===== config.mk =====
export PLATFORM = sky130hd
export DESIGN_NAME = ols_core
export DESIGN_NICKNAME = d
export VERILOG_FILES = /design/src/rtl/ols_pkg.sv /design/src/rtl/ols_core.sv
export VERILOG_INCLUDE_DIRS = /design/src /design/src/rtl
export SDC_FILE = /design/constraint.sdc
export NUM_CORES = 1
export LEC_CHECK = 0
export BUFFER_PORTS_ARGS = -buffer_cell sky130_fd_sc_hd__buf_2
export CORE_ASPECT_RATIO = 0.9
export CORE_MARGIN = 5
export CORE_UTILIZATION = 51
export CTS_CLUSTER_SIZE = 10
export DETAILED_ROUTE_END_ITERATION = 6
export PLACE_DENSITY = 0.8
export RECOVER_POWER = 25
export SYNTH_ARGS = -nofsm -noshare
export SYNTH_HDL_FRONTEND = slang
export SYNTH_SLANG_ARGS = --single-unit

===== constraint.sdc =====
create_clock -name mclk_i -period 30.7 [get_ports mclk_i]
set_input_delay 4.605 -clock mclk_i [delete_from_list [all_inputs] [get_ports mclk_i]]
set_output_delay 4.605 -clock mclk_i [all_outputs]
set_load 0.05 [all_outputs]

===== src/rtl/ols_defs.svh =====
// constants of the open-loop step control block
`ifndef OLS_DEFS_SVH
`define OLS_DEFS_SVH

// ----------------------------------------------------------------
// register offsets (byte addresses)
// ----------------------------------------------------------------
`define OLS_ADDR_CTRL    8'h00
`define OLS_ADDR_USTEP   8'h04
`define OLS_ADDR_SPEED   8'h08
`define OLS_ADDR_CFG     8'h0C
`define OLS_ADDR_LIM_A   8'h10
`define OLS_ADDR_LIM_B   8'h14
`define OLS_ADDR_STOPLVL 8'h18
`define OLS_ADDR_STOPBND 8'h1C
`define OLS_ADDR_STATUS  8'h20

// ----------------------------------------------------------------
// field positions
// ----------------------------------------------------------------
`define OLS_CTRL_FWD     1
`define OLS_CTRL_PARK    2
`define OLS_CTRL_SDIR    3
`define OLS_CTRL_SAVE    4

// ----------------------------------------------------------------
// reset values and timing
// ----------------------------------------------------------------
`define OLS_SPEED_RST    16'h0064
`define OLS_STOPLVL_RST  10'h1FF
`define OLS_STOPBND_RST  10'h002
`define OLS_CLK_HZ       32'h05F5E100
`define OLS_SLOW_MAX     16'h003C
`define OLS_MID_MAX      16'h0258
`define OLS_RES_FINEST   4'hB
`define OLS_RES_FINE     4'hA
`define OLS_RES_MID      4'h8
`define OLS_RES_COARSE   4'h6
`define OLS_GEN_PER_WFM  4'hB

`endif


===== src/rtl/ols_pkg.sv =====
// types of the open-loop step control block
package ols_pkg;

	// operating mode
	typedef enum logic [1:0] {OLS_IDLE, OLS_RUN_INT, OLS_STEPDIR, OLS_ANALOG} ols_mode_t;

	// waveform selector
	typedef enum logic [1:0] {OLS_WAVE_COARSE, OLS_WAVE_MID, OLS_WAVE_FINE, OLS_WAVE_SPARE} ols_wave_t;

	// register bus request
	typedef struct packed {
		logic [7:0]  addr;
		logic [31:0] wdata;
		logic        wr;
		logic        rd;
	} ols_bus_t;

	// nonvolatile settings image
	typedef struct packed {
		ols_wave_t  wave;
		logic [3:0] res;
		logic       park;
	} ols_nv_t;

	// whole block state
	typedef struct packed {
		ols_mode_t    mode;
		ols_nv_t      cfg;
		logic [15:0]  speed;
		logic         fwd;
		logic         sdir_en;
		logic [31:0]  rem;
		logic [31:0]  acc;
		logic [31:0]  lim_a;
		logic [31:0]  lim_b;
		logic [9:0]   stop_lvl;
		logic [9:0]   stop_bnd;
		logic [1:0]   step_s;
		logic [1:0]   dir_s;
		logic [1:0]   run_s;
		logic [1:0]   m6_s;
		logic [1:0]   m7_s;
		logic [19:0]  lvl_s;
		logic         step_prev;
		logic         last_fwd;
		logic         hold;
		logic         init_done;
		logic         ustep;
		logic         udir;
		logic [3:0]   res_out;
		logic [31:0]  rdata;
		logic         nv_save;
		ols_nv_t      nv_out;
	} ols_state_t;

endpackage


===== src/rtl/ols_core.sv =====
// open-loop step control: internal, step/direction and analog modes
//
// Behaviour
// - 2048 generic microsteps make one wfm-step
// - speed command sets rate, resolution auto
// - from 60 up no finest fine-waveform resolution
// - external inputs XORed, bypass internal generator
// - direction inverted after last forward run
// - each external pulse is one microstep
// - wfm-step rate is pulse rate over resolution
// - power on loads waveform and resolution
// - save command writes waveform, resolution and park
// - saved parked state stays parked
// - parked motor ignores step/direction input
// - analog mode while run input low
// - run input high stops analog motion
// - low direction input reverses analog motion
// - limit switches ignored in analog mode
// - mode 01 uses fine 2048 linear
// - modes 10,00 auto resolution, non-linear speed
// - mode 11 keeps last settings, linear
// - analog motion kept between position limits
// - leaving analog mode holds present position
// - equal limits disable hold and range
`timescale 1ns/1ns
`include "ols_defs.svh"

module ols_core (
	input  wire logic             mclk_i,     // system clock
	input  wire logic             rst_b_i,    // synchronous reset
	input  wire ols_pkg::ols_bus_t bus_i,     // register bus request
	output logic [31:0]           rdata_o,    // read data, cycle after read
	input  wire logic             step_i,     // external step pin
	input  wire logic             dir_i,      // external direction pin
	input  wire logic             run_b_i,    // analog run pin, low active
	input  wire logic             mode6_i,    // analog mode select pin 6
	input  wire logic             mode7_i,    // analog mode select pin 7
	input  wire logic [9:0]       level_i,    // sampled analog level
	input  wire logic [31:0]      pos_i,      // quadrature position, signed
	input  wire ols_pkg::ols_nv_t nv_i,       // stored settings image
	output logic                  ustep_o,    // one microstep pulse
	output logic                  udir_o,     // microstep direction, 1 fwd
	output logic [3:0]            res_o,      // log2 microsteps per wfm-step
	output logic                  hold_o,     // closed-loop hold request
	output logic                  nv_save_o,  // store pulse
	output ols_pkg::ols_nv_t      nv_o        // settings to store
);

	// ----------------------------------------------------------------
	// helpers
	// ----------------------------------------------------------------

	// automatic resolution from rate and waveform
	// slow band is strictly below the threshold rate: at the threshold
	// itself the finest setting is already dropped
	// faster rates take coarser settings so the microstep rate stays bounded
	function automatic logic [3:0] auto_res(input logic [15:0] rate, input ols_pkg::ols_wave_t wave);
		if (rate < `OLS_SLOW_MAX) begin
			auto_res = (wave == ols_pkg::OLS_WAVE_FINE) ? `OLS_RES_FINEST : `OLS_RES_FINE;
		end else if (rate <= `OLS_MID_MAX) begin
			auto_res = `OLS_RES_MID;
		end else begin
			auto_res = `OLS_RES_COARSE;
		end
	endfunction

	// microsteps per second for a rate and resolution
	// a 16-bit rate shifted by at most fifteen fits the word
	function automatic logic [31:0] ustep_rate(input logic [15:0] rate, input logic [3:0] res);
		ustep_rate = {16'h0000, rate} << res;
	endfunction

	// ----------------------------------------------------------------
	// state
	// ----------------------------------------------------------------
	// all state lives in one packed struct, registered in one place
	ols_pkg::ols_state_t s_r;    // registered state
	ols_pkg::ols_state_t s_nxt;  // next state

	// decode helpers, driven only by the next-state process
	logic        in_analog;      // analog run held low
	logic [10:0] diff;           // level minus stop level, signed
	logic [9:0]  mag;            // magnitude of difference
	logic        a_pos;          // level above stop
	logic        in_band;        // inside stop band
	logic [15:0] a_rate;         // analog rate
	logic [3:0]  res_sel;        // resolution in use
	logic [31:0] add;            // accumulator step
	logic        gen_tick;       // generator wants a microstep
	logic        want_fwd;       // direction of the next microstep
	logic        lim_on;         // position limits active
	logic        lim_block;      // motion blocked by limit
	logic [31:0] lo;             // lower limit
	logic [31:0] hi;             // upper limit
	logic [31:0] cost;           // generic units per microstep

	// ----------------------------------------------------------------
	// next-state logic
	// ----------------------------------------------------------------
	// one process computes the whole next state from the registered copy
	// pulse fields and read data default to zero every cycle
	always_comb begin
		s_nxt = s_r;
		s_nxt.ustep = 1'b0;
		s_nxt.nv_save = 1'b0;
		s_nxt.rdata = 32'h00000000;
		gen_tick = 1'b0;
		want_fwd = s_r.fwd;
		lim_block = 1'b0;

		// pin synchronisers, second stage only read below
		s_nxt.step_s = {s_r.step_s[0], step_i};
		s_nxt.dir_s = {s_r.dir_s[0], dir_i};
		s_nxt.run_s = {s_r.run_s[0], run_b_i};
		s_nxt.m6_s = {s_r.m6_s[0], mode6_i};
		s_nxt.m7_s = {s_r.m7_s[0], mode7_i};
		// the level word is held steady by the converter between samples
		s_nxt.lvl_s = {s_r.lvl_s[9:0], level_i};
		s_nxt.step_prev = s_r.step_s[1];

		// power-on load of stored settings, one cycle after release
		// register writes later in this process win over the load
		if (!s_r.init_done) begin
			s_nxt.init_done = 1'b1;
			s_nxt.cfg = nv_i;
		end

		// analog level decode
		in_analog = !s_r.run_s[1];
		diff = {1'b0, s_r.lvl_s[19:10]} - {1'b0, s_r.stop_lvl};
		a_pos = !diff[10];
		mag = a_pos ? diff[9:0] : 10'((~diff) + 11'h001);
		in_band = (mag <= s_r.stop_bnd);
		if ({s_r.m6_s[1], s_r.m7_s[1]} == 2'b01 || {s_r.m6_s[1], s_r.m7_s[1]} == 2'b11) begin
			// linear law: one wfm-step per second per level count
			a_rate = {6'h00, mag};
		end else begin
			// square law over 16, product kept 32 bits wide so that
			// large offsets do not wrap before the shift
			a_rate = 16'(({22'h000000, mag} * {22'h000000, mag}) >> 4);
		end

		// resolution in use per mode
		case (s_r.mode)
			ols_pkg::OLS_RUN_INT: res_sel = auto_res(s_r.speed, s_r.cfg.wave);
			ols_pkg::OLS_ANALOG: begin
				case ({s_r.m6_s[1], s_r.m7_s[1]})
					2'b01:   res_sel = `OLS_RES_FINEST;
					2'b11:   res_sel = s_r.cfg.res;
					default: res_sel = auto_res(a_rate, s_r.cfg.wave);
				endcase
			end
			default: res_sel = s_r.cfg.res;
		endcase
		s_nxt.res_out = res_sel;

		// position limits
		// limits may be written in either order, sorted here
		lim_on = (s_r.lim_a != s_r.lim_b);
		lo = ($signed(s_r.lim_a) < $signed(s_r.lim_b)) ? s_r.lim_a : s_r.lim_b;
		hi = ($signed(s_r.lim_a) < $signed(s_r.lim_b)) ? s_r.lim_b : s_r.lim_a;

		// register writes
		if (bus_i.wr) begin
			case (bus_i.addr)
				`OLS_ADDR_CTRL: begin
					s_nxt.fwd = bus_i.wdata[`OLS_CTRL_FWD];
					s_nxt.cfg.park = bus_i.wdata[`OLS_CTRL_PARK];
					s_nxt.sdir_en = bus_i.wdata[`OLS_CTRL_SDIR];
					// a save stores the settings as they stood before this write
					if (bus_i.wdata[`OLS_CTRL_SAVE]) begin
						s_nxt.nv_save = 1'b1;
						s_nxt.nv_out = s_r.cfg;
					end
				end
				`OLS_ADDR_USTEP: begin
					// a start while busy or parked only reloads the count, unless an internal run ticks that cycle,
					// and clears the accumulator outside internal and analog runs
					s_nxt.rem = bus_i.wdata;
					s_nxt.acc = 32'h00000000;
					if (s_r.mode == ols_pkg::OLS_IDLE && !s_r.cfg.park && bus_i.wdata != 32'h00000000) begin
						s_nxt.mode = ols_pkg::OLS_RUN_INT;
						// direction of this run steers later step/direction sense
						s_nxt.last_fwd = s_r.fwd;
						s_nxt.hold = 1'b0;
					end
				end
				`OLS_ADDR_SPEED:   s_nxt.speed = bus_i.wdata[15:0];
				`OLS_ADDR_CFG: begin
					s_nxt.cfg.wave = ols_pkg::ols_wave_t'(bus_i.wdata[1:0]);
					s_nxt.cfg.res = bus_i.wdata[7:4];
				end
				`OLS_ADDR_LIM_A:   s_nxt.lim_a = bus_i.wdata;
				`OLS_ADDR_LIM_B:   s_nxt.lim_b = bus_i.wdata;
				`OLS_ADDR_STOPLVL: s_nxt.stop_lvl = bus_i.wdata[9:0];
				`OLS_ADDR_STOPBND: s_nxt.stop_bnd = bus_i.wdata[9:0];
				default: ;
			endcase
		end

		// register reads, unmapped reads zero
		// status packs busy, flags, mode and resolution for software
		if (bus_i.rd) begin
			case (bus_i.addr)
				`OLS_ADDR_CTRL:    s_nxt.rdata = {27'h0, 1'b0, s_r.sdir_en, s_r.cfg.park, s_r.fwd, 1'b0};
				`OLS_ADDR_USTEP:   s_nxt.rdata = s_r.rem;
				`OLS_ADDR_SPEED:   s_nxt.rdata = {16'h0000, s_r.speed};
				`OLS_ADDR_CFG:     s_nxt.rdata = {24'h000000, s_r.cfg.res, 2'b00, s_r.cfg.wave};
				`OLS_ADDR_LIM_A:   s_nxt.rdata = s_r.lim_a;
				`OLS_ADDR_LIM_B:   s_nxt.rdata = s_r.lim_b;
				`OLS_ADDR_STOPLVL: s_nxt.rdata = {22'h000000, s_r.stop_lvl};
				`OLS_ADDR_STOPBND: s_nxt.rdata = {22'h000000, s_r.stop_bnd};
				`OLS_ADDR_STATUS:  s_nxt.rdata = {20'h00000, s_r.res_out, 2'b00, s_r.mode, s_r.hold,
				                                  s_r.last_fwd, s_r.cfg.park, s_r.mode != ols_pkg::OLS_IDLE};
				default:           s_nxt.rdata = 32'h00000000;
			endcase
		end

		// rate generator: the accumulator adds microsteps per second
		// each clock and emits a microstep each time it passes the clock rate
		// cost is the generic count that one microstep uses up
		cost = 32'h00000001 << (`OLS_GEN_PER_WFM - res_sel);
		case (s_r.mode)
			ols_pkg::OLS_RUN_INT: add = ustep_rate(s_r.speed, res_sel);
			ols_pkg::OLS_ANALOG:  add = ustep_rate(a_rate, res_sel);
			default:              add = 32'h00000000;
		endcase
		if (s_r.mode == ols_pkg::OLS_RUN_INT || s_r.mode == ols_pkg::OLS_ANALOG) begin
			if (s_r.acc + add >= `OLS_CLK_HZ) begin
				s_nxt.acc = s_r.acc + add - `OLS_CLK_HZ;
				gen_tick = 1'b1;
			end else begin
				s_nxt.acc = s_r.acc + add;
			end
		end

		// mode sequencing
		case (s_r.mode)
			ols_pkg::OLS_IDLE: begin
				// analog run takes priority over step/direction enable
				if (in_analog) begin
					s_nxt.mode = ols_pkg::OLS_ANALOG;
					s_nxt.hold = 1'b0;
					s_nxt.acc = 32'h00000000;
				end else if (s_r.sdir_en && !s_r.cfg.park) begin
					s_nxt.mode = ols_pkg::OLS_STEPDIR;
				end
			end
			ols_pkg::OLS_RUN_INT: begin
				if (gen_tick && !s_r.cfg.park) begin
					s_nxt.ustep = 1'b1;
					want_fwd = s_r.fwd;
					s_nxt.rem = s_r.rem - cost;
				end
				// a remainder below one microstep is dropped, not stepped
				if (s_r.rem < cost || s_r.cfg.park || in_analog) begin
					s_nxt.mode = ols_pkg::OLS_IDLE;
					s_nxt.ustep = 1'b0;
				end
			end
			ols_pkg::OLS_STEPDIR: begin
				// external pins drive the motor directly
				// an edge is a high second stage over a low previous sample
				want_fwd = s_r.dir_s[1] ^ s_r.last_fwd;
				if (s_r.step_s[1] && !s_r.step_prev) begin
					s_nxt.ustep = 1'b1;
				end
				// park, disable or analog entry drop back to idle at once
				if (!s_r.sdir_en || s_r.cfg.park || in_analog) begin
					s_nxt.mode = ols_pkg::OLS_IDLE;
					s_nxt.ustep = 1'b0;
				end
			end
			ols_pkg::OLS_ANALOG: begin
				// sign of the offset sets direction, a low dir pin flips it
				want_fwd = a_pos ^ !s_r.dir_s[1];
				if (lim_on) begin
					lim_block = want_fwd ? ($signed(pos_i) >= $signed(hi)) : ($signed(pos_i) <= $signed(lo));
				end
				// limit switch pins are not consulted here
				if (gen_tick && !in_band && !lim_block && !s_r.cfg.park) begin
					s_nxt.ustep = 1'b1;
				end
				if (!in_analog) begin
					s_nxt.mode = ols_pkg::OLS_IDLE;
					s_nxt.ustep = 1'b0;
					// hand over to the position hold only if limits differ
					s_nxt.hold = lim_on;
				end
			end
			default: s_nxt.mode = ols_pkg::OLS_IDLE;
		endcase
		if (s_nxt.ustep) begin
			s_nxt.udir = want_fwd;
		end
	end

	// ----------------------------------------------------------------
	// state register
	// ----------------------------------------------------------------
	// synchronous reset; park held until the stored image is loaded
	// run synchroniser resets high so no false analog entry follows
	always_ff @(posedge mclk_i) begin
		if (!rst_b_i) begin
			s_r <= '0;
			s_r.speed <= `OLS_SPEED_RST;
			s_r.stop_lvl <= `OLS_STOPLVL_RST;
			s_r.stop_bnd <= `OLS_STOPBND_RST;
			s_r.run_s <= 2'b11;
			s_r.cfg.park <= 1'b1;
		end else begin
			s_r <= s_nxt;
		end
	end

	// outputs straight from the state flops
	// no logic after the flops, so outputs cannot glitch
	assign rdata_o = s_r.rdata;
	assign ustep_o = s_r.ustep;
	assign udir_o = s_r.udir;
	assign res_o = s_r.res_out;
	assign hold_o = s_r.hold;
	assign nv_save_o = s_r.nv_save;
	assign nv_o = s_r.nv_out;

	// ----------------------------------------------------------------
	// checks
	// ----------------------------------------------------------------
	// properties look one cycle on at the registered outputs (a_sdir_edge and a_save_image also two), a_park_no_step one cycle back
	a_park_no_step: assert property (@(posedge mclk_i) disable iff (!rst_b_i)
		ustep_o |-> !$past(s_r.cfg.park)) else $error("microstep while parked");

	a_fast_not_finest: assert property (@(posedge mclk_i) disable iff (!rst_b_i)
		(s_r.mode == ols_pkg::OLS_RUN_INT && s_r.speed >= `OLS_SLOW_MAX) |=> res_o != `OLS_RES_FINEST)
		else $error("finest resolution above slow rate");

	a_sdir_dir: assert property (@(posedge mclk_i) disable iff (!rst_b_i)
		(s_r.mode == ols_pkg::OLS_STEPDIR && s_nxt.mode == ols_pkg::OLS_STEPDIR && s_nxt.ustep)
		|=> udir_o == ($past(s_r.dir_s[1]) ^ $past(s_r.last_fwd))) else $error("step direction sense wrong");

	a_sdir_edge: assert property (@(posedge mclk_i) disable iff (!rst_b_i)
		(s_r.mode == ols_pkg::OLS_STEPDIR && !s_r.step_prev && s_r.step_s[1] && s_r.sdir_en
		&& !s_r.cfg.park && s_r.run_s[1]) |=> ustep_o ##1 !ustep_o) else $error("external pulse lost");

	a_mode01_fine: assert property (@(posedge mclk_i) disable iff (!rst_b_i)
		(s_r.mode == ols_pkg::OLS_ANALOG && s_r.m6_s[1] == 1'b0 && s_r.m7_s[1] == 1'b1)
		|=> res_o == `OLS_RES_FINEST) else $error("mode 01 not finest");

	a_band_quiet: assert property (@(posedge mclk_i) disable iff (!rst_b_i)
		(s_r.mode == ols_pkg::OLS_ANALOG && in_band) |=> !ustep_o) else $error("step inside stop band");

	a_exit_hold: assert property (@(posedge mclk_i) disable iff (!rst_b_i)
		(s_r.mode == ols_pkg::OLS_ANALOG && s_r.run_s[1] && s_r.lim_a != s_r.lim_b)
		|=> hold_o && s_r.mode == ols_pkg::OLS_IDLE) else $error("no hold after analog exit");

	a_save_image: assert property (@(posedge mclk_i) disable iff (!rst_b_i)
		(bus_i.wr && bus_i.addr == `OLS_ADDR_CTRL && bus_i.wdata[`OLS_CTRL_SAVE])
		|=> nv_save_o && nv_o == $past(s_r.cfg) ##1 !nv_save_o) else $error("save image wrong");

	a_limit_stop: assert property (@(posedge mclk_i) disable iff (!rst_b_i)
		(s_r.mode == ols_pkg::OLS_ANALOG && lim_block) |=> !ustep_o) else $error("step past limit");

	a_exit_quiet: assert property (@(posedge mclk_i) disable iff (!rst_b_i)
		(s_r.mode == ols_pkg::OLS_ANALOG && s_r.run_s[1]) |=> !ustep_o) else $error("step after analog exit");

	a_equal_no_hold: assert property (@(posedge mclk_i) disable iff (!rst_b_i)
		(s_r.mode == ols_pkg::OLS_ANALOG && s_r.run_s[1] && s_r.lim_a == s_r.lim_b)
		|=> !hold_o) else $error("hold with equal limits");

endmodule // ols_core


After elaboration in Yosys (flattened, before gate mapping)
Cells that the tools add are included.
W data, S select, Z words.
- add/subtract/negate cells: 6
- multiply operators: 1
- divide/modulo/power cells: 0
- order comparisons: 10
- equal/unequal tests: 15
- shifts and indexed selects: 3
- mux-type cells: 63
- bitwise logic cells: 3
- reduce and logical (&&, ||, !) cells: 36
- operator list (cell ; number):
    $mux W32 ; 11
    $pmux W32 S9 ; 1
    $mux W175 ; 1
    $lt A32 B32 Y1 ; 2
    $mux W64 ; 1
    $pmux W32 S2 ; 1
    $shl A16 B4 Y32 ; 2
    $mux W47 ; 1
    $add A32 B32 Y32 ; 1
    $eq A8 B5 Y1 const B ; 4
    $ge A32 B27 Y1 const B ; 1
    $ge A32 B32 Y1 ; 1
    $le A16 B10 Y1 const B ; 2
    $le A32 B32 Y1 ; 1
    $lt A16 B6 Y1 const B ; 2
    $mux W16 ; 2
    $ne A32 B32 Y1 ; 1
    $reduce_bool A32 Y1 ; 1
    $shl A1 B4 Y32 const A ; 1
    $sub A32 B27 Y32 const B ; 1
    $sub A32 B32 Y32 ; 1
    $mux W10 ; 3
    $mux W8 ; 3
    $mul A10 B10 Y20 ; 1
    other kinds (28) ; 91
- bits in registers: 255
- latch bits: 0
- memory bits (writable): 0
- bits in read-only memories: 0
- input port bits: 98
- memories kept: 0

Longest topological paths before layout
- word-level depth: 25
- depth in mapped cells: 61

Worst setup path after synthesis
Ideal clock, no wire load.
- path type: reg2reg
- start point: register s_r[90] (netlist name)
- end point: register s_r[214] (netlist name)
- library setup time: 0.128 ns
- data arrival time: 12.654 ns
- setup slack: 17.918 ns
- cell stages (with the launch flop): 54
- period minus slack after synthesis: 12.782 ns
- cell sequence: dfxtp_1 > ha_1 > inv_1 > fa_1 > a211oi_1 > nor2_1 > xor2_1 > a2111o_1 > and3_1 > or2_2 > clkbuf_1 > inv_1 > nor2_1 > fa_1 > fa_1 > inv_1 > fa_1 > inv_1 > [18 not listed] > o21a_1 > nor3_1 > ha_1 > clkbuf_1 > a21oi_2 > o21ai_0 > nor2b_1 > and2_1 > and4_1 > a2111oi_0 > o31ai_1 > xnor2_1 > or4_1 > o21ai_2 > clkbuf_1 > nor3_1 > a221oi_1 > nor2_1
- cells in the longest elaborated chain, start to end: 20
- elaborated cells between the ends (all ways): 25
- those cells by class: 5 x add/sub; 1 x mul; 3 x order compare; 3 x shift; 11 x mux; 1 x bitwise; 1 x reduce/logical
- ends and longest elaborated chain (element ; line ; RTL):
    start, declared ; ols_core.sv:77 ; ols_pkg::ols_state_t s_r;
    start signal, assigned ; ols_core.sv:312 ; s_r <= s_nxt;
    $sub A10 B10 Y11 * ; ols_core.sv:130 ; diff = {1'b0, s_r.lvl_s[19:10]} - {1'b0, s_r.stop_lvl};
    $not A10 Y10 ; ols_core.sv:132 ; mag = a_pos ? diff[9:0] : 10'((~diff) + 11'h001);
    $add A10 B1 Y10 ; ols_core.sv:132 ;
    $mux W10 * ; ols_core.sv:132 ;
    $mul A10 B10 Y20 ; ols_core.sv:140 ; a_rate = 16'(({22'h000000, mag} * {22'h000000, mag}) >> 4);
    $mux W16 * ; ols_core.sv:134 ; if ({s_r.m6_s[1], s_r.m7_s[1]} == 2'b01 || {s_r.m6_s[1], s_r.m7_s[1]} == 2'b11) begin
    $le A16 B10 Y1 (no source line) ; - ;
    $mux W4 ; ols_core.sv:60 ; end else if (rate <= `OLS_MID_MAX) begin
    [4 not listed] ; - ;
    $pmux W32 S2 ; ols_core.sv:223 ; case (s_r.mode)
    $add A32 B32 Y32 ; ols_core.sv:229 ; if (s_r.acc + add >= `OLS_CLK_HZ) begin
    $ge A32 B27 Y1 (no source line) ; - ;
    $mux W1 ; ols_core.sv:229 ;
    $mux W1 ; ols_core.sv:228 ; if (s_r.mode == ols_pkg::OLS_RUN_INT || s_r.mode == ols_pkg::OLS_ANALOG) begin
    $logic_and A1 B1 Y1 ; ols_core.sv:250 ; if (gen_tick && !s_r.cfg.park) begin
    $mux W32 * ; ols_core.sv:250 ;
    $mux W32 * ; ols_core.sv:238 ; case (s_r.mode)
Every way passes the cells marked *; elsewhere a longest branch is shown, timed or not.
A chain may end at the register's enable or synchronous reset.

Worst setup path after layout
Ends and elaborated chain as after synthesis.

==> run_results.csv <==
group,metric,value,unit
outcome,outcome,"complete, but fails checks",
outcome,violations,"DRC, capacitance limit, slew limit",
critical_path,path_class,"register to register",
power_and_ir_drop,power_frac_clock,13.5,%
final_layout,diodes,0,
drt,drtIter0Drc,3058,
power_and_ir_drop,p_int,1.23,mW
final_layout,nNetsFinal,3234,
sta,finalHoldViolations,0,
final_layout,fillerInstances,3912,
sta,slew_violations,152,
power_and_ir_drop,p_seq_share,13.6,%
logic_synthesis,synth_fp_nets,3209,
power_and_ir_drop,ir_worst_vdd,0.234,mV
power_and_ir_drop,power_density,106,nW/um^2
critical_path,critPathMaxStageDelay,0.83,ns
die,die_y,208,um
logic_synthesis,ys_ff_latch,255,
sta,fin_setup_tns,0,ns
grt,grt_max_degree,80,
grt,grt_usage,29.0,%
final_layout,area_growth,7.45,%
clock_tree,worstSkewPairLatency,0.59,ns
die,start_util,51.6,%
drt,routed_wl,73400,um
sta,worstMarginPinSlew,2.79,ns
clock_tree,cts_made_buffers,31,
sta,setup_viol,0,
critical_path,worst_path_max_delay_cell,"o31ai_4",
clock_tree,post_cts_hold_buffer_count,0,
clock_tree,htree_levels,1,
drt,drtAntennaViolNets,0,
clock_tree,cts.sinks,255,
critical_path,path_max_fanout,46,
grt,antenna_found_initial,0,
hold_path,hp-start,"s_nxt[75]",
clock_tree,post_cts_resize_count,0,
critical_path,regToRegSetupSlack,15.03,ns
sta,skew,0.0204,ns
critical_path,r2r-start,"s_r[90]",
drt,first_pass_iters,7,
sta,slew-limit-headroom,-86.2,%
placed_design,gp_congestion,0.988,
drt,vias_per_cell,6.41,
hold_path,hold_path_end,"s_r[75]",
critical_path,worstPathArrival,16.10,ns
logic_synthesis,async_flop_share,0,%
hold_path,hp-class,"register to register",
clock_tree,path_clk_slew,0.06,ns
grt,grt_pass1_vias,21100,
sta,grt_setup_unrepaired,"no",
logic_synthesis,synthFlopType,"dfxtp_1",
critical_path,reg2regPathDepth,52,
logic_synthesis,yosysSeqAreaShare,23.0,%
placed_design,placed_cell_area,23000,um^2
job,maxCapViolations,3,
placed_design,port_buffers,144,
drt,vias,22000,
die,io_pins,145,
sta,fin_crit,15.67,ns
clock_tree,clk_path_buf_depth,3,
clock_tree,postCtsSetupBuffers,0,
power_and_ir_drop,pwr-share-comb,72.9,%
critical_path,critPathCaptureType,"register",
die,die_area,47700,um^2
drt,drc_errors,18,
final_layout,drive_gt1_share,8.13,%
sta,fmax,63.8,MHz
logic_synthesis,synth-edff-count,0,
logic_synthesis,synth.distinct_cells,95,
sta,period_share,51.0,%
power_and_ir_drop,total_power,2.51,mW
drt,routedWlPerCell,21.4,um
power_and_ir_drop,swShare,50.9,%
logic_synthesis,syn_area,22200,um^2
power_and_ir_drop,p_leak,9.77,nW
die,rows,72,
logic_synthesis,syn_inst,2844,
logic_synthesis,yosysWarnings,0,
die,die_w,230,um
critical_path,critPathLaunchType,"register",
placed_design,dp_hpwl,56300,um
die,coreArea,43000,um^2
hold_path,holdPathStages,1,
clock_tree,clockRootBuffer,"clkbuf_16",
critical_path,reg2reg_to,"s_r[214]",
logic_synthesis,synth_area_per_cell,7.79,um^2
critical_path,cp_data_required_time,31.13,ns
grt,overflow,0,
clock_tree,cts_tree,"done",
power_and_ir_drop,switching_power,1.28,mW
final_layout,design_area,23800,um^2
grt,grt_pass1_wl,115000,um
[flip-flops by register name (all words and copies together), names as in the netlist]
register,flops
s_r,192
rdata_o,32
s_nxt,16
nv_o,7
res_o,4
hold_o,1
nv_save_o,1
udir_o,1
ustep_o,1
[layout make-up]
cell class                      count  area (um^2)  share of cell area (%)
Clock buffer                       39          846                    3.55
Sequential cell                   255         5100                    21.4
Multi-Input combinational cell   2227        15500                    65.3
Clock inverter                      5         53.8                   0.226
Timing Repair Buffer              172          876                    3.68
Tap cell                          555          694                    2.92
Inverter                          182          684                    2.88
[worst max-delay path by stage]
stage | from | endpoint | cells after the start
final | s_r[90] | s_r[214] | 52
after CTS | s_r[90] | s_r[214] | 54
after floorplan | s_r[90] | s_r[214] | 53
after global routing | s_r[90] | s_r[219] | 53
after global placement | s_r[90] | s_r[224] | 53
after detailed placement | s_r[90] | s_r[214] | 54
[cells in the final DEF (no fill, tap or decap), drive strengths merged, types with 19 or more instances in the layout]
cell / netlist / final
a22o: 29 / 29
dfxtp: 255 / 255
nand2: 406 / 406
a222oi: 21 / 21
a211oi: 29 / 29
nor4: 19 / 19
o21a: 27 / 27
a31oi: 32 / 32
nand4: 43 / 43
xor2: 36 / 36
nand2b: 29 / 29
nand3: 57 / 57
a21oi: 254 / 254
nor2b: 36 / 36
ha: 217 / 217
nor2: 217 / 217
xnor2: 47 / 47
a22oi: 29 / 29
and2: 52 / 52
buf: 65 / 132
o211ai: 28 / 28
nor3: 62 / 62
clkbuf: 115 / 79
and3: 22 / 22
fa: 50 / 50
inv: 178 / 178
a21o: 57 / 57
a221oi: 24 / 24
o21ai: 93 / 93
mux2i: 109 / 109
[power by group through the flow]
stage               Clock [mW]  Combinational [mW]  Sequential, mW
floorplan                    0                1.39           0.344
global placement             0                1.77           0.347
detailed placement           0                1.78           0.347
CTS                      0.343                1.80           0.340
global route             0.356                2.02           0.341
finish                   0.340                1.83           0.341
[cells by family (layout without fill, tap and decap cells)]
kind of cell | count (synthesis) | count (layout) | synth area share [%]
AO/OA/AOI/OAI | 749 | 749 | 23.0
XOR/XNOR | 83 | 83 | 3.35
adder cells (fa/ha/maj) | 267 | 267 | 16.8
buffers and inverters | 362 | 398 | 7.05
flip-flops | 255 | 255 | 23.0
multiplexers | 124 | 124 | 5.76
AND/OR/NAND/NOR | 1004 | 1004 | 21.0
[Yosys cell counts (all sizes together) (47+ instances only)]
cell    count  area [um^2]
nand2     406         1520
inv       178          668
clkbuf    115          435
nand3      57          285
o21ai      93          473
fa         50         1000
and2       52          325
buf        65          444
dfxtp     255         5100
mux2i     109         1090
a21oi     254         1280
xnor2      47          419
ha        217         2720
nor2      217          815
a21o       57          435
nor3       62          320
[per-layer routing]
metal | global-route usage, % | vias to the layer above | share of wire, % | wire length (um)
met3 | 5.39 | 231 | 11 | 7730
li1 | - | 10200 | - | -
met4 | 10.9 | 0 | 4.2 | 3100
met2 | 45.9 | 1263 | 44 | 32100
met1 | 39.7 | 10300 | 41 | 30400
met5 | 0 | - | 0 | 0
[metrics by stage]
stage                     setup WS, ns  hold WS, ns  std cells  util, %
after floorplan                  17.92        0.386       2844        -
after global placement           15.72        0.399       3391     53.4
after detailed placement         15.31        0.402       3391     53.4
after global routing             13.98        0.448       3435     55.4
after CTS                        15.28        0.415       3435     55.5
final                            15.03        0.411       3435     55.4
[critical path, delay by kind of cell, from the launching register on]
kind,cells,cell delay (ns)
AOI/OAI and AO/OA,18,5.46
adders and majority gates,10,4.07
and+or+nand+nor,13,2.87
xor gates and xnor gates,3,1.52
buffers and inverters,7,0.98
DFF,1,0.35
muxes,1,0.20
(Power assumes the default switching activity.)
